$ cat config.mk
export PLATFORM = sky130hd
export DESIGN_NAME = dma_request_source_select
export DESIGN_NICKNAME = d
export VERILOG_FILES = /design/src/hdl/dma_req_pkg.sv /design/src/hdl/dma_request_source_select.sv /design/src/hdl/pin_edge_detect.sv
export VERILOG_INCLUDE_DIRS = /design/src /design/src/hdl
export SDC_FILE = /design/constraint.sdc
export NUM_CORES = 1
export LEC_CHECK = 0
export BUFFER_PORTS_ARGS = -buffer_cell sky130_fd_sc_hd__buf_2
export CORE_MARGIN = 4
export CORE_UTILIZATION = 44
export DETAILED_ROUTE_END_ITERATION = 6
export GPL_TIMING_DRIVEN = 0
export PLACE_DENSITY = 0.87
export SLEW_MARGIN = 20
export SYNTH_ARGS = -nofsm -noshare
export SYNTH_HDL_FRONTEND = slang
export SYNTH_SLANG_ARGS = --single-unit
$ cat constraint.sdc
create_clock -name clk_sys -period 1.7 [get_ports clk_sys]
set_clock_uncertainty 0.15 [all_clocks]
set_input_delay 0.255 -clock clk_sys [delete_from_list [all_inputs] [get_ports clk_sys]]
set_output_delay 0.255 -clock clk_sys [all_outputs]
set_load 0.01 [all_outputs]
$ cat src/hdl/dma_req_defs.svh
// constants for the dma request source selection block
// included by the package and the design modules; definitions only
`ifndef DMA_REQ_DEFS_SVH
`define DMA_REQ_DEFS_SVH

// ----------------------------------------
// geometry
// ----------------------------------------
`define CHANNEL_COUNT 4
`define CODE_WIDTH 5
`define EVENT_COUNT 23

// ----------------------------------------
// source codes, bank extension clear
// ----------------------------------------
`define SRC_FALLING 5'h00
`define SRC_SOFTWARE 5'h01
`define SRC_TA0 5'h02
`define SRC_TB2 5'h09
`define SRC_U0_TX 5'h0a
`define SRC_U0_RX 5'h0b
`define SRC_U2_TX 5'h0c
`define SRC_U2_RX 5'h0d
`define SRC_AD 5'h0e
`define SRC_U1 5'h0f

// ----------------------------------------
// source codes, bank extension set
// ----------------------------------------
`define SRCX_SERIAL3 5'h05
`define SRCX_BOTH_OR_SERIAL4 5'h06
`define SRCX_TB3_OR_BOTH 5'h07
`define SRCX_TB4 5'h08
`define SRCX_TB5 5'h09

// ----------------------------------------
// peripheral event vector bit positions
// ----------------------------------------
`define EV_TA0 0
`define EV_TB3 8
`define EV_TB4 9
`define EV_TB5 10
`define EV_U0_TX 11
`define EV_U0_RX 12
`define EV_U0_ACK 13
`define EV_U1_TX 14
`define EV_U1_RX 15
`define EV_U1_ACK 16
`define EV_U2_TX 17
`define EV_U2_RX 18
`define EV_U2_ACK 19
`define EV_AD 20
`define EV_SERIAL3 21
`define EV_SERIAL4 22

// ----------------------------------------
// reset values
// ----------------------------------------
`define PIN_IDLE_LEVEL 1'b1
`define REQUEST_RESET 4'h0

`endif

$ cat src/hdl/dma_req_pkg.sv
// types shared by the dma request source selection block
// assumes dma_req_defs.svh is on the include path
`include "dma_req_defs.svh"

package dma_req_pkg;
	typedef logic [`CODE_WIDTH-1:0] code_t;
	typedef logic [`CHANNEL_COUNT-1:0] chan_vec_t;
	typedef logic [`EVENT_COUNT-1:0] event_vec_t;
endpackage : dma_req_pkg

$ cat src/hdl/dma_request_source_select.sv
// request source selection front end for a four channel dma controller
// assumes peripheral events are one-cycle pulses on clk_sys, pins are async
`timescale 1ns/1ns
`include "dma_req_defs.svh"

// Overview of operation
// - four channels, each with own source select
// - timers, uart0/uart2 transmit, converter on bank zero
// - code zero pin falling edge, one software
// - bank one code five: serial3, odd channels
// - bank one code six: both edges or serial4
// - even channels timers b3-b5; odd both edges at code seven
// - uart0 receive, odd channels also acknowledge
// - uart2 receive, odd channels also acknowledge
// - uart1 transmit even, receive/acknowledge odd
module dma_request_source_select (
	// clock and reset
	input wire logic clk_sys,
	input wire logic rst,
	// per channel selection
	input dma_req_pkg::code_t request_source_code [`CHANNEL_COUNT],
	input wire dma_req_pkg::chan_vec_t source_bank_extend,
	input wire dma_req_pkg::chan_vec_t software_trigger,
	// external interrupt pins, one per channel, asynchronous
	input wire dma_req_pkg::chan_vec_t external_interrupt_pin,
	// timer events
	input wire logic [4:0] timer_a_event,
	input wire logic [5:0] timer_b_event,
	// serial events
	input wire logic uart0_tx_event,
	input wire logic uart0_rx_event,
	input wire logic uart0_acknowledge_event,
	input wire logic uart1_tx_event,
	input wire logic uart1_rx_event,
	input wire logic uart1_acknowledge_event,
	input wire logic uart2_tx_event,
	input wire logic uart2_rx_event,
	input wire logic uart2_acknowledge_event,
	input wire logic clocked_serial_port_3,
	input wire logic clocked_serial_port_4,
	// converter event
	input wire logic ad_done_event,
	// transfer requests to the engine
	output dma_req_pkg::chan_vec_t dma_request
);
	import dma_req_pkg::*;

	// ----------------------------------------
	// decode helpers
	// ----------------------------------------
	// the bank bit is part of every match, so the two banks never alias
	function automatic logic code_match(
		input logic bank,
		input code_t code,
		input logic want_bank,
		input code_t want_code
	);
		return (bank == want_bank) && (code == want_code);
	endfunction : code_match

	// timers a0..a4 then b0..b2 sit on consecutive bank zero codes
	function automatic logic timer_slot(
		input logic bank,
		input code_t code
	);
		return !bank && (code >= `SRC_TA0) && (code <= `SRC_TB2);
	endfunction : timer_slot

	// ----------------------------------------
	// event gathering
	// ----------------------------------------
	wire event_vec_t periph_events;
	assign periph_events = {
		clocked_serial_port_4,
		clocked_serial_port_3,
		ad_done_event,
		uart2_acknowledge_event,
		uart2_rx_event,
		uart2_tx_event,
		uart1_acknowledge_event,
		uart1_rx_event,
		uart1_tx_event,
		uart0_acknowledge_event,
		uart0_rx_event,
		uart0_tx_event,
		timer_b_event,
		timer_a_event
	};

	// ----------------------------------------
	// per channel pin edges and selection
	// ----------------------------------------
	wire chan_vec_t pin_fall;
	wire chan_vec_t pin_both;
	wire chan_vec_t request_d;
	wire logic [7:0] bank0_timers;
	chan_vec_t request_q;

	// timers in code order, indexed by code minus the first timer code
	assign bank0_timers = periph_events[`EV_TA0 +: 8];

	for (genvar ch = 0; ch < `CHANNEL_COUNT; ch++) begin : g_chan
		// odd channels (1, 3) carry the alternate source set
		localparam bit odd_c = (ch % 2) == 1;
		wire code_t code_c;
		wire logic bank_c;
		wire logic [2:0] timer_idx;
		wire logic slot_fall;
		wire logic slot_soft;
		wire logic slot_timer;
		wire logic slot_u0_tx;
		wire logic slot_u0_rx;
		wire logic slot_u2_tx;
		wire logic slot_u2_rx;
		wire logic slot_ad;
		wire logic slot_u1;
		wire logic slot_serial3;
		wire logic slot_edge_or_s4;
		wire logic slot_tb3_or_edge;
		wire logic slot_tb4;
		wire logic slot_tb5;
		wire logic hit_fall;
		wire logic hit_soft;
		wire logic hit_timer;
		wire logic hit_u0_tx;
		wire logic hit_u0_rx;
		wire logic hit_u2_tx;
		wire logic hit_u2_rx;
		wire logic hit_ad;
		wire logic hit_u1;
		wire logic hit_serial3;
		wire logic hit_edge_or_s4;
		wire logic hit_tb3_or_edge;
		wire logic hit_tb4;
		wire logic hit_tb5;

		pin_edge_detect u_edge (
			.clk_sys(clk_sys),
			.rst(rst),
			.pin(external_interrupt_pin[ch]),
			.fall_pulse(pin_fall[ch]),
			.any_edge_pulse(pin_both[ch])
		);

		// ----------------------------------------
		// channel operands
		// ----------------------------------------
		assign code_c = request_source_code[ch];
		assign bank_c = source_bank_extend[ch];
		// meaningless outside the timer slots, masked there by slot_timer
		assign timer_idx = 3'(code_c - `SRC_TA0);

		// ----------------------------------------
		// slot decode, bank extension clear
		// ----------------------------------------
		assign slot_fall = code_match(bank_c, code_c, 1'b0, `SRC_FALLING);
		assign slot_soft = code_match(bank_c, code_c, 1'b0, `SRC_SOFTWARE);
		assign slot_timer = timer_slot(bank_c, code_c);
		assign slot_u0_tx = code_match(bank_c, code_c, 1'b0, `SRC_U0_TX);
		assign slot_u0_rx = code_match(bank_c, code_c, 1'b0, `SRC_U0_RX);
		assign slot_u2_tx = code_match(bank_c, code_c, 1'b0, `SRC_U2_TX);
		assign slot_u2_rx = code_match(bank_c, code_c, 1'b0, `SRC_U2_RX);
		assign slot_ad = code_match(bank_c, code_c, 1'b0, `SRC_AD);
		assign slot_u1 = code_match(bank_c, code_c, 1'b0, `SRC_U1);

		// ----------------------------------------
		// slot decode, bank extension set
		// ----------------------------------------
		assign slot_serial3 = code_match(bank_c, code_c, 1'b1, `SRCX_SERIAL3);
		assign slot_edge_or_s4 = code_match(bank_c, code_c, 1'b1, `SRCX_BOTH_OR_SERIAL4);
		assign slot_tb3_or_edge = code_match(bank_c, code_c, 1'b1, `SRCX_TB3_OR_BOTH);
		assign slot_tb4 = code_match(bank_c, code_c, 1'b1, `SRCX_TB4);
		assign slot_tb5 = code_match(bank_c, code_c, 1'b1, `SRCX_TB5);

		// ----------------------------------------
		// event gating per slot
		// ----------------------------------------
		assign hit_fall = slot_fall & pin_fall[ch];
		assign hit_soft = slot_soft & software_trigger[ch];
		assign hit_timer = slot_timer & bank0_timers[timer_idx];
		assign hit_u0_tx = slot_u0_tx & periph_events[`EV_U0_TX];
		assign hit_u2_tx = slot_u2_tx & periph_events[`EV_U2_TX];
		assign hit_ad = slot_ad & periph_events[`EV_AD];
		assign hit_u0_rx = slot_u0_rx
			& (periph_events[`EV_U0_RX] | (odd_c & periph_events[`EV_U0_ACK]));
		assign hit_u2_rx = slot_u2_rx
			& (periph_events[`EV_U2_RX] | (odd_c & periph_events[`EV_U2_ACK]));
		assign hit_u1 = slot_u1
			& (odd_c ? (periph_events[`EV_U1_RX] | periph_events[`EV_U1_ACK]) : periph_events[`EV_U1_TX]);
		assign hit_serial3 = slot_serial3 & odd_c & periph_events[`EV_SERIAL3];
		assign hit_edge_or_s4 = slot_edge_or_s4 & (odd_c ? periph_events[`EV_SERIAL4] : pin_both[ch]);
		assign hit_tb3_or_edge = slot_tb3_or_edge & (odd_c ? pin_both[ch] : periph_events[`EV_TB3]);
		assign hit_tb4 = slot_tb4 & ~odd_c & periph_events[`EV_TB4];
		assign hit_tb5 = slot_tb5 & ~odd_c & periph_events[`EV_TB5];

		// a combination with no source matches no slot or is masked by odd_c, so every term stays low
		assign request_d[ch] = hit_fall
			| hit_soft
			| hit_timer
			| hit_u0_tx
			| hit_u2_tx
			| hit_ad
			| hit_u0_rx
			| hit_u2_rx
			| hit_u1
			| hit_serial3
			| hit_edge_or_s4
			| hit_tb3_or_edge
			| hit_tb4
			| hit_tb5;
	end

	// ----------------------------------------
	// registered request output
	// ----------------------------------------
	always_ff @(posedge clk_sys) begin
		if (rst) begin
			request_q <= `REQUEST_RESET;
		end else begin
			request_q <= request_d;
		end
	end

	assign dma_request = request_q;
endmodule : dma_request_source_select

$ cat src/hdl/pin_edge_detect.sv
// synchroniser and edge detector for one external interrupt pin
// assumes the pin is asynchronous to clk_sys and idles high
`timescale 1ns/1ns
`include "dma_req_defs.svh"

module pin_edge_detect (
	// clock and reset
	input wire logic clk_sys,
	input wire logic rst,
	// pin
	input wire logic pin,
	// detected edges, one-cycle pulses
	output logic fall_pulse,
	output logic any_edge_pulse
);
	logic meta_q;
	logic sync_q;
	logic prev_q;

	always_ff @(posedge clk_sys) begin
		if (rst) begin
			meta_q <= `PIN_IDLE_LEVEL;
			sync_q <= `PIN_IDLE_LEVEL;
			prev_q <= `PIN_IDLE_LEVEL;
		end else begin
			meta_q <= pin;
			sync_q <= meta_q;
			prev_q <= sync_q;
		end
	end

	// only the second stage and its history feed the edge logic
	assign fall_pulse = prev_q & ~sync_q;
	assign any_edge_pulse = prev_q ^ sync_q;
endmodule : pin_edge_detect

After elaboration in Yosys (flattened, before gate mapping) --
Index checks and enable logic that the tools add are counted.
Word-level totals: output and inout bits 4, bits in registers 16, bits of input ports 57, logic and storage cells 256
Cells by class: bitwise logic cells 115, reduce and logical (&&, ||, !) cells 62, $add $sub $neg 4, multiplexer cells 8, equal/unequal tests 42, magnitude comparators 12
Operators by type and width (count):
- equality test 5 x 4 -> 1 bit, second input constant | 28
- AND 1 bit | 54
- logical AND 1 bit | 54
- equality test 5 x 3 -> 1 bit, second input constant | 10
- bitwise OR 1 bit | 49
- equality test 5 x 1 -> 1 bit, second input constant | 4
- >= comparator 5 x 2 -> 1 bit, second input constant | 4
- less-or-equal comparator 5 x 4 -> 1 bit, second input constant | 4
- zero test 5 bit | 4
- < comparator 3 x 4 -> 1 bit, second input constant | 4
- binary-select mux 1 bit (select 3 bit) | 4
- subtractor 3 x 2 -> 3 bit, second input constant | 4
- inverter 1 bit | 8
- zero test 1 bit | 4
- two-way mux 1 bit | 4
- XOR 1 bit | 4

Longest topological paths before layout --
depth after elaboration 15, depth in mapped cells 8, mapped depth without buffers 7

Cells and area by module --
From an unflattened synthesis, not the netlist that was laid out.
Unflattened totals: cell total of the unflattened synthesis 186, area, all modules 1612.8 um^2
Modules (own cells, without submodules):
- dma_request_source_select | sequential area each 80.1 um^2, area an instance 1217.4 um^2, instances 1, cells each 150
- pin_edge_detect | sequential area each 60.1 um^2, area an instance 98.8 um^2, instances 4, cells each 9

Worst setup path after synthesis --
No wires, ideal clock.
kind input to register, start point in request_source_code[1] in the netlist's numbering, end point reg request_q[3], in the netlist dma_request[3], data arrival time 1511 ps, buffers on the path 1, setup time 132 ps, required time 1418 ps, stages on the path 8, path slack -93 ps, cells stage by stage clkbuf_2 > inv_1 > ha_1 > mux4_2 > nand2_1 > nand2_1 > a211oi_1 > a2111oi_2
Between the ends: longest elaborated chain between the ends 14, elaborated cells on any way between the ends 52, classes of those cells add/sub (1); order compare (2); eq/ne (10); mux (2); bitwise (23); reduce/logical (14)
Ends and longest elaborated chain:
- start: declaration | RTL line dma_request_source_select.sv:21 | input dma_req_pkg::code_t request_source_code [`CHANNEL_COUNT],
- subtractor 3 x 2 -> 3 bit (no source line) (tied with other cells)
- binary-select mux 1 bit (select 3 bit) (tied with other cells) | RTL line dma_request_source_select.sv:180 | assign hit_timer = slot_timer & bank0_timers[timer_idx];
- two-way mux 1 bit (not written as such) (tied with other cells) | RTL line dma_request_source_select.sv:180
- AND 1 bit or bitwise OR 1 bit (tied branches) | RTL line dma_request_source_select.sv:180, dma_request_source_select.sv:198
- bitwise OR 1 bit | RTL line dma_request_source_select.sv:199 | | hit_timer
- bitwise OR 1 bit | RTL line dma_request_source_select.sv:200 | | hit_u0_tx
- bitwise OR 1 bit | RTL line dma_request_source_select.sv:201 | | hit_u2_tx
- bitwise OR 1 bit | RTL line dma_request_source_select.sv:202 | | hit_ad
- bitwise OR 1 bit | RTL line dma_request_source_select.sv:203 | | hit_u0_rx
- bitwise OR 1 bit | RTL line dma_request_source_select.sv:204 | | hit_u2_rx
- bitwise OR 1 bit | RTL line dma_request_source_select.sv:205 | | hit_u1
- bitwise OR 1 bit | RTL line dma_request_source_select.sv:206 | | hit_serial3
- bitwise OR 1 bit | RTL line dma_request_source_select.sv:207 | | hit_edge_or_s4
- bitwise OR 1 bit (*) | RTL line dma_request_source_select.sv:208 | | hit_tb3_or_edge
- end signal: assignment | RTL line dma_request_source_select.sv:218 | request_q <= `REQUEST_RESET;
- end signal: assignment | RTL line dma_request_source_select.sv:220 | request_q <= request_d;
- end: declaration | RTL line dma_request_source_select.sv:97 | chan_vec_t request_q;
Mark *: on every way between the ends. The rest lies on a longest branch, timed or not. The select of a mux whose other input is x is not followed. A chain may end at the register's enable or synchronous reset.

Worst setup path after layout --
start point reg g_chan[1].u_edge.sync_q, end point reg request_q[1], in the netlist dma_request[1]
Between the ends: longest elaborated chain between the ends 14, elaborated cells on any way between the ends 16, classes of those cells bitwise (16)
Ends and longest elaborated chain:
- start: declaration | RTL line pin_edge_detect.sv:17 | logic sync_q;
- start signal: assignment | RTL line pin_edge_detect.sv:23 | sync_q <= `PIN_IDLE_LEVEL;
- start signal: assignment | RTL line pin_edge_detect.sv:27 | sync_q <= meta_q;
- inverter 1 bit | RTL line pin_edge_detect.sv:33 | assign fall_pulse = prev_q & ~sync_q;
- AND 1 bit | RTL line pin_edge_detect.sv:33
- AND 1 bit | RTL line dma_request_source_select.sv:178 | assign hit_fall = slot_fall & pin_fall[ch];
- bitwise OR 1 bit | RTL line dma_request_source_select.sv:198 | | hit_soft
- bitwise OR 1 bit | RTL line dma_request_source_select.sv:199
- bitwise OR 1 bit | RTL line dma_request_source_select.sv:200
- bitwise OR 1 bit | RTL line dma_request_source_select.sv:201
- bitwise OR 1 bit | RTL line dma_request_source_select.sv:202
- bitwise OR 1 bit | RTL line dma_request_source_select.sv:203
- bitwise OR 1 bit | RTL line dma_request_source_select.sv:204
- bitwise OR 1 bit | RTL line dma_request_source_select.sv:205
- bitwise OR 1 bit | RTL line dma_request_source_select.sv:206
- bitwise OR 1 bit | RTL line dma_request_source_select.sv:207
- bitwise OR 1 bit (*) | RTL line dma_request_source_select.sv:208
Mark *: on every way between the ends. The rest lies on a longest branch, timed or not.

==> impl_results.rst <==
.. list-table::
   :header-rows: 1

   * - Metric
     - Value
   * - Net Switching
     - 0.3048 mW
   * - Total inserted antenna cells
     - 0
   * - Die X-Extent
     - between 60 and 70 um
   * - Vias after detailed routing
     - 1632
   * - Routed wire per std cell
     - roughly 15 um
   * - Layout-stage area growth over the synthesis result
     - 30.82%
   * - Max-slew headroom
     - roughly 67%
   * - Root buffer cell
     - sky130_fd_sc_hd__clkbuf_4
   * - Total internal power
     - 0.6698 mW
   * - Final-stage net count
     - approximately 310
   * - Clock Sink Count
     - 16
   * - DR vias/cell
     - roughly 5.6
   * - Part of the power in the clock network
     - between 10% and 20%
   * - Maximum vdd ir drop
     - a little under 0.0005 V
   * - Aggregate global routing overflow
     - 0
   * - Startpoint type of the worst setup path
     - flop
   * - Synth top area share
     - 20.50%
   * - Number of buffers inserted during clock tree synthesis
     - 3
   * - Delay-heaviest family, CP
     - compound AO/OA/AOI/OAI gates
   * - Count of final hold-check violations
     - 0
   * - Crit path largest cell delay
     - 0.34 ns
   * - Post-DRT Antenna Nets
     - 0
   * - Die Y
     - slightly below 70 um
   * - Switching portion of total power
     - 31.27%
   * - Achievable clock frequency
     - about 0.61 GHz
   * - Number of flops mapped to enable cells by yosys
     - 0
   * - Gate power share
     - 39.7%
   * - Number of non-filler instances in the completed layout
     - just under 300
   * - TritonCTS clock tree
     - yes
   * - Critical Setup Path Class
     - flop to flop
   * - Maximum Capacitance Violations
     - 0
   * - Detailed-route wire length
     - around 4200 um
   * - Final Cycle Share
     - a little over nine tenths
   * - WP depth
     - 6
   * - Top cell types by occurrence after synthesis
     - 16 x sky130_fd_sc_hd__dfxtp_1, 15 x sky130_fd_sc_hd__nand2_1, 14 x sky130_fd_sc_hd__inv_1, 14 x sky130_fd_sc_hd__or2_2, 12 x sky130_fd_sc_hd__ha_1
   * - Status
     - finished, final reports clean
   * - Biggest area consumer among synthesized cells
     - sky130_fd_sc_hd__dfxtp_1
   * - Distinct cell type count after synthesis
     - 45
   * - Final setup vio count
     - 0
   * - Number of core rows
     - 21
   * - YS warnings
     - 0
   * - Detailed router's first-iteration violation count
     - between 50 and 60
   * - Final GP Congestion
     - approximately 0.8
   * - Number of antenna violations at the first check in global routing
     - 0
   * - Number of global-route vias before repair
     - 1547
   * - Sequential area share after synthesis
     - 20.50%
   * - Total count of max-transition violations in the final report
     - 0
   * - Number of detailed-routing iterations run before antenna repair
     - 4
   * - Synth area leaders
     - sky130_fd_sc_hd__dfxtp_1 20%, sky130_fd_sc_hd__mux4_2 10%, sky130_fd_sc_hd__ha_1 9.6%
   * - Fraction of power consumed by sequential logic
     - approximately two fifths
   * - Post-detailed-placement half-perimeter wirelength
     - approximately 3400 um
   * - Most common flop cell mapped by yosys
     - sky130_fd_sc_hd__dfxtp_1
   * - RSZ-0062 raised after global routing
     - yes
   * - Die area
     - approximately 4600 sq um
   * - Maximum fanout along the worst path
     - 2
   * - Critical Path Sink Type
     - flop
   * - Avg Cell Area, Syn
     - approximately 8.7 sq um
   * - Number of buffers on the longest clock path
     - 2
   * - R2r worst-path depth
     - 6
   * - Synthesized netlist cell count
     - 179
   * - Later-pin clock latency in the skew report
     - 0.28 ns
   * - Share of flip-flops with an asynchronous set or reset
     - 0%
   * - Actual transition at the worst max-transition pin
     - 0.4922 ns
   * - Port Buffer Count
     - between 50 and 60
   * - Starting Density
     - 46.11%
   * - Core region area
     - 3390 sq um
   * - CP Cell Sequence
     - inv_1 -> ha_1 -> a21oi_2 -> a22oi_1 -> o31a_1 -> a2111oi_4
   * - Share of cells above drive strength 1
     - a little over two fifths
   * - Maximum number of pins on one net before global-route repair
     - 11
   * - Total global routing track utilization
     - between 10% and 20%
   * - Data required time at the worst endpoint
     - around 1.7 ns
   * - Worst Hold Class
     - input port to flop
   * - Worst Hold Depth
     - 2
   * - CTS H-tree depth
     - 1
   * - Global-route wire length before repair
     - between 6000 and 7000 um
   * - Drt drc
     - 0
   * - Syn nets
     - 248
   * - Clock transition time at the flip-flop clock pins of the worst setup and hold paths
     - 0.08 ns
   * - Total of flip-flops plus latches after synthesis
     - 16
   * - Total negative setup slack
     - 0 ns
   * - Count of placed standard cells including taps
     - 281
   * - Area of the mapped netlist
     - ~1600 sq um
   * - Worst Path Buf+Inv
     - 1
   * - Static leakage
     - around 0.92 nW
   * - Clock period minus worst slack
     - ~1.6 ns
   * - Dominant cell by count in the synthesized netlist
     - sky130_fd_sc_hd__dfxtp_1
   * - Total power per unit cell area
     - ~480 nW/um^2
   * - Count of boundary I/O pins
     - between 60 and 70
   * - Highest-delay cell along the critical path
     - sky130_fd_sc_hd__dfxtp_2
   * - Data arrival time of the critical path
     - 1.67 ns
-- layer usage --
metal  global-route usage, %  wire [um]
met1                   24.17       1736
met2                   31.83       2121
met3                   4.493        341
met4                   3.291          0
met5                       0          0
-- through the flow --
stage                     total power [mW]  hold slack (ns)  util (%)  worst slack [ns]  cell area, sq um
after floorplan                     0.6298           0.1739         -           0.02235              1595
after global placement              0.7614           0.2428     57.03           -0.2263              1933
after detailed placement            0.7713           0.2533     57.03           -0.2870              1933
after CTS                           0.9760          0.08756     59.62         0.0002478              2021
after global routing                 1.052           0.1063     60.32          -0.03855              2044
final                               0.9746           0.1091     60.32           0.06781              2044
-- area by class of cell --
| type | instances | area [sq um] |
|---|---|---|
| buffer | 9 | 50.05 |
| clock buffer | 3 | 22.52 |
| fill | 301 | 1345 |
| inverter | 15 | 56.30 |
| multi-input combinational | 138 | 1192 |
| sequential | 16 | 322.8 |
| tap | 46 | 57.56 |
| timing repair buffer | 62 | 342.8 |
-- cell families (layout without fill, tap and decap cells) --
group | after synthesis | in the layout | share of synthesized area (%)
AO/OA/AOI/OAI | 44 | 44 | 21.94
adder cells (fa/ha/maj) | 12 | 12 | 9.607
buffers and inverters | 25 | 89 | 6.965
flip-flops | 16 | 16 | 20.50
multiplexers | 23 | 23 | 20.74
AND/OR/NAND/NOR | 59 | 59 | 20.26
-- layout by cell type, fill, tap and decap left out, drive strengths merged, types with 3 or more instances in the layout --
cell	synthesis	routed
a2111oi	3	3
a21oi	6	6
a22oi	4	4
a41oi	3	3
buf	6	60
clkbuf	4	8
dfxtp	16	16
dlygate4sd3	0	6
ha	12	12
inv	15	15
mux2	5	5
mux2i	11	11
mux4	7	7
nand2	15	15
nand3	5	5
nand4	3	3
nor2	9	9
nor4	3	3
o21ai	5	5
o31a	3	3
or2	14	14
-- what timing repair did --
action                     in CTS  in global routing
hold endpoints to repair        6                  0
resized for setup               2                  6
pin swaps                       5                  5
setup endpoints to repair       2                  2
buffers inserted                0                  0
hold buffers                    6                  0
-- power by group through the flow --
stage / Sequential [mW] / Clock [mW] / Combinational (mW)
floorplan: 0.406 / 0 / 0.223
global placement: 0.404 / 0 / 0.357
detailed placement: 0.405 / 0 / 0.366
CTS: 0.396 / 0.200 / 0.380
global route: 0.399 / 0.226 / 0.427
finish: 0.397 / 0.191 / 0.387
-- final timing paths --
check | slack [ns] | end | startpoint
setup reg to reg | 0.07 | dma_request[1] | g_chan[1].u_edge.sync_q
hold reg to reg | 0.27 | g_chan[0].u_edge.sync_q | g_chan[0].u_edge.meta_q
hold / removal | 0.11 | dma_request[3] | rst
setup / recovery | 0.07 | dma_request[1] | g_chan[1].u_edge.sync_q
-- worst register-to-register path, cell delays in order (launching register included) --
cell and delay (ns):
sky130_fd_sc_hd__dfxtp_2 0.34, sky130_fd_sc_hd__inv_1 0.04, sky130_fd_sc_hd__ha_1 0.28, sky130_fd_sc_hd__a21oi_2 0.17
sky130_fd_sc_hd__a22oi_1 0.10, sky130_fd_sc_hd__o31a_1 0.27, sky130_fd_sc_hd__a2111oi_4 0.19
-- registers in the layout, summed over array words and instances (netlist names) --
| register | cells |
|---|---|
| dma_request | 4 |
| g_chan.u_edge.meta_q | 4 |
| g_chan.u_edge.prev_q | 4 |
| g_chan.u_edge.sync_q | 4 |
No activity file was read; power rests on OpenSTA's default activity.
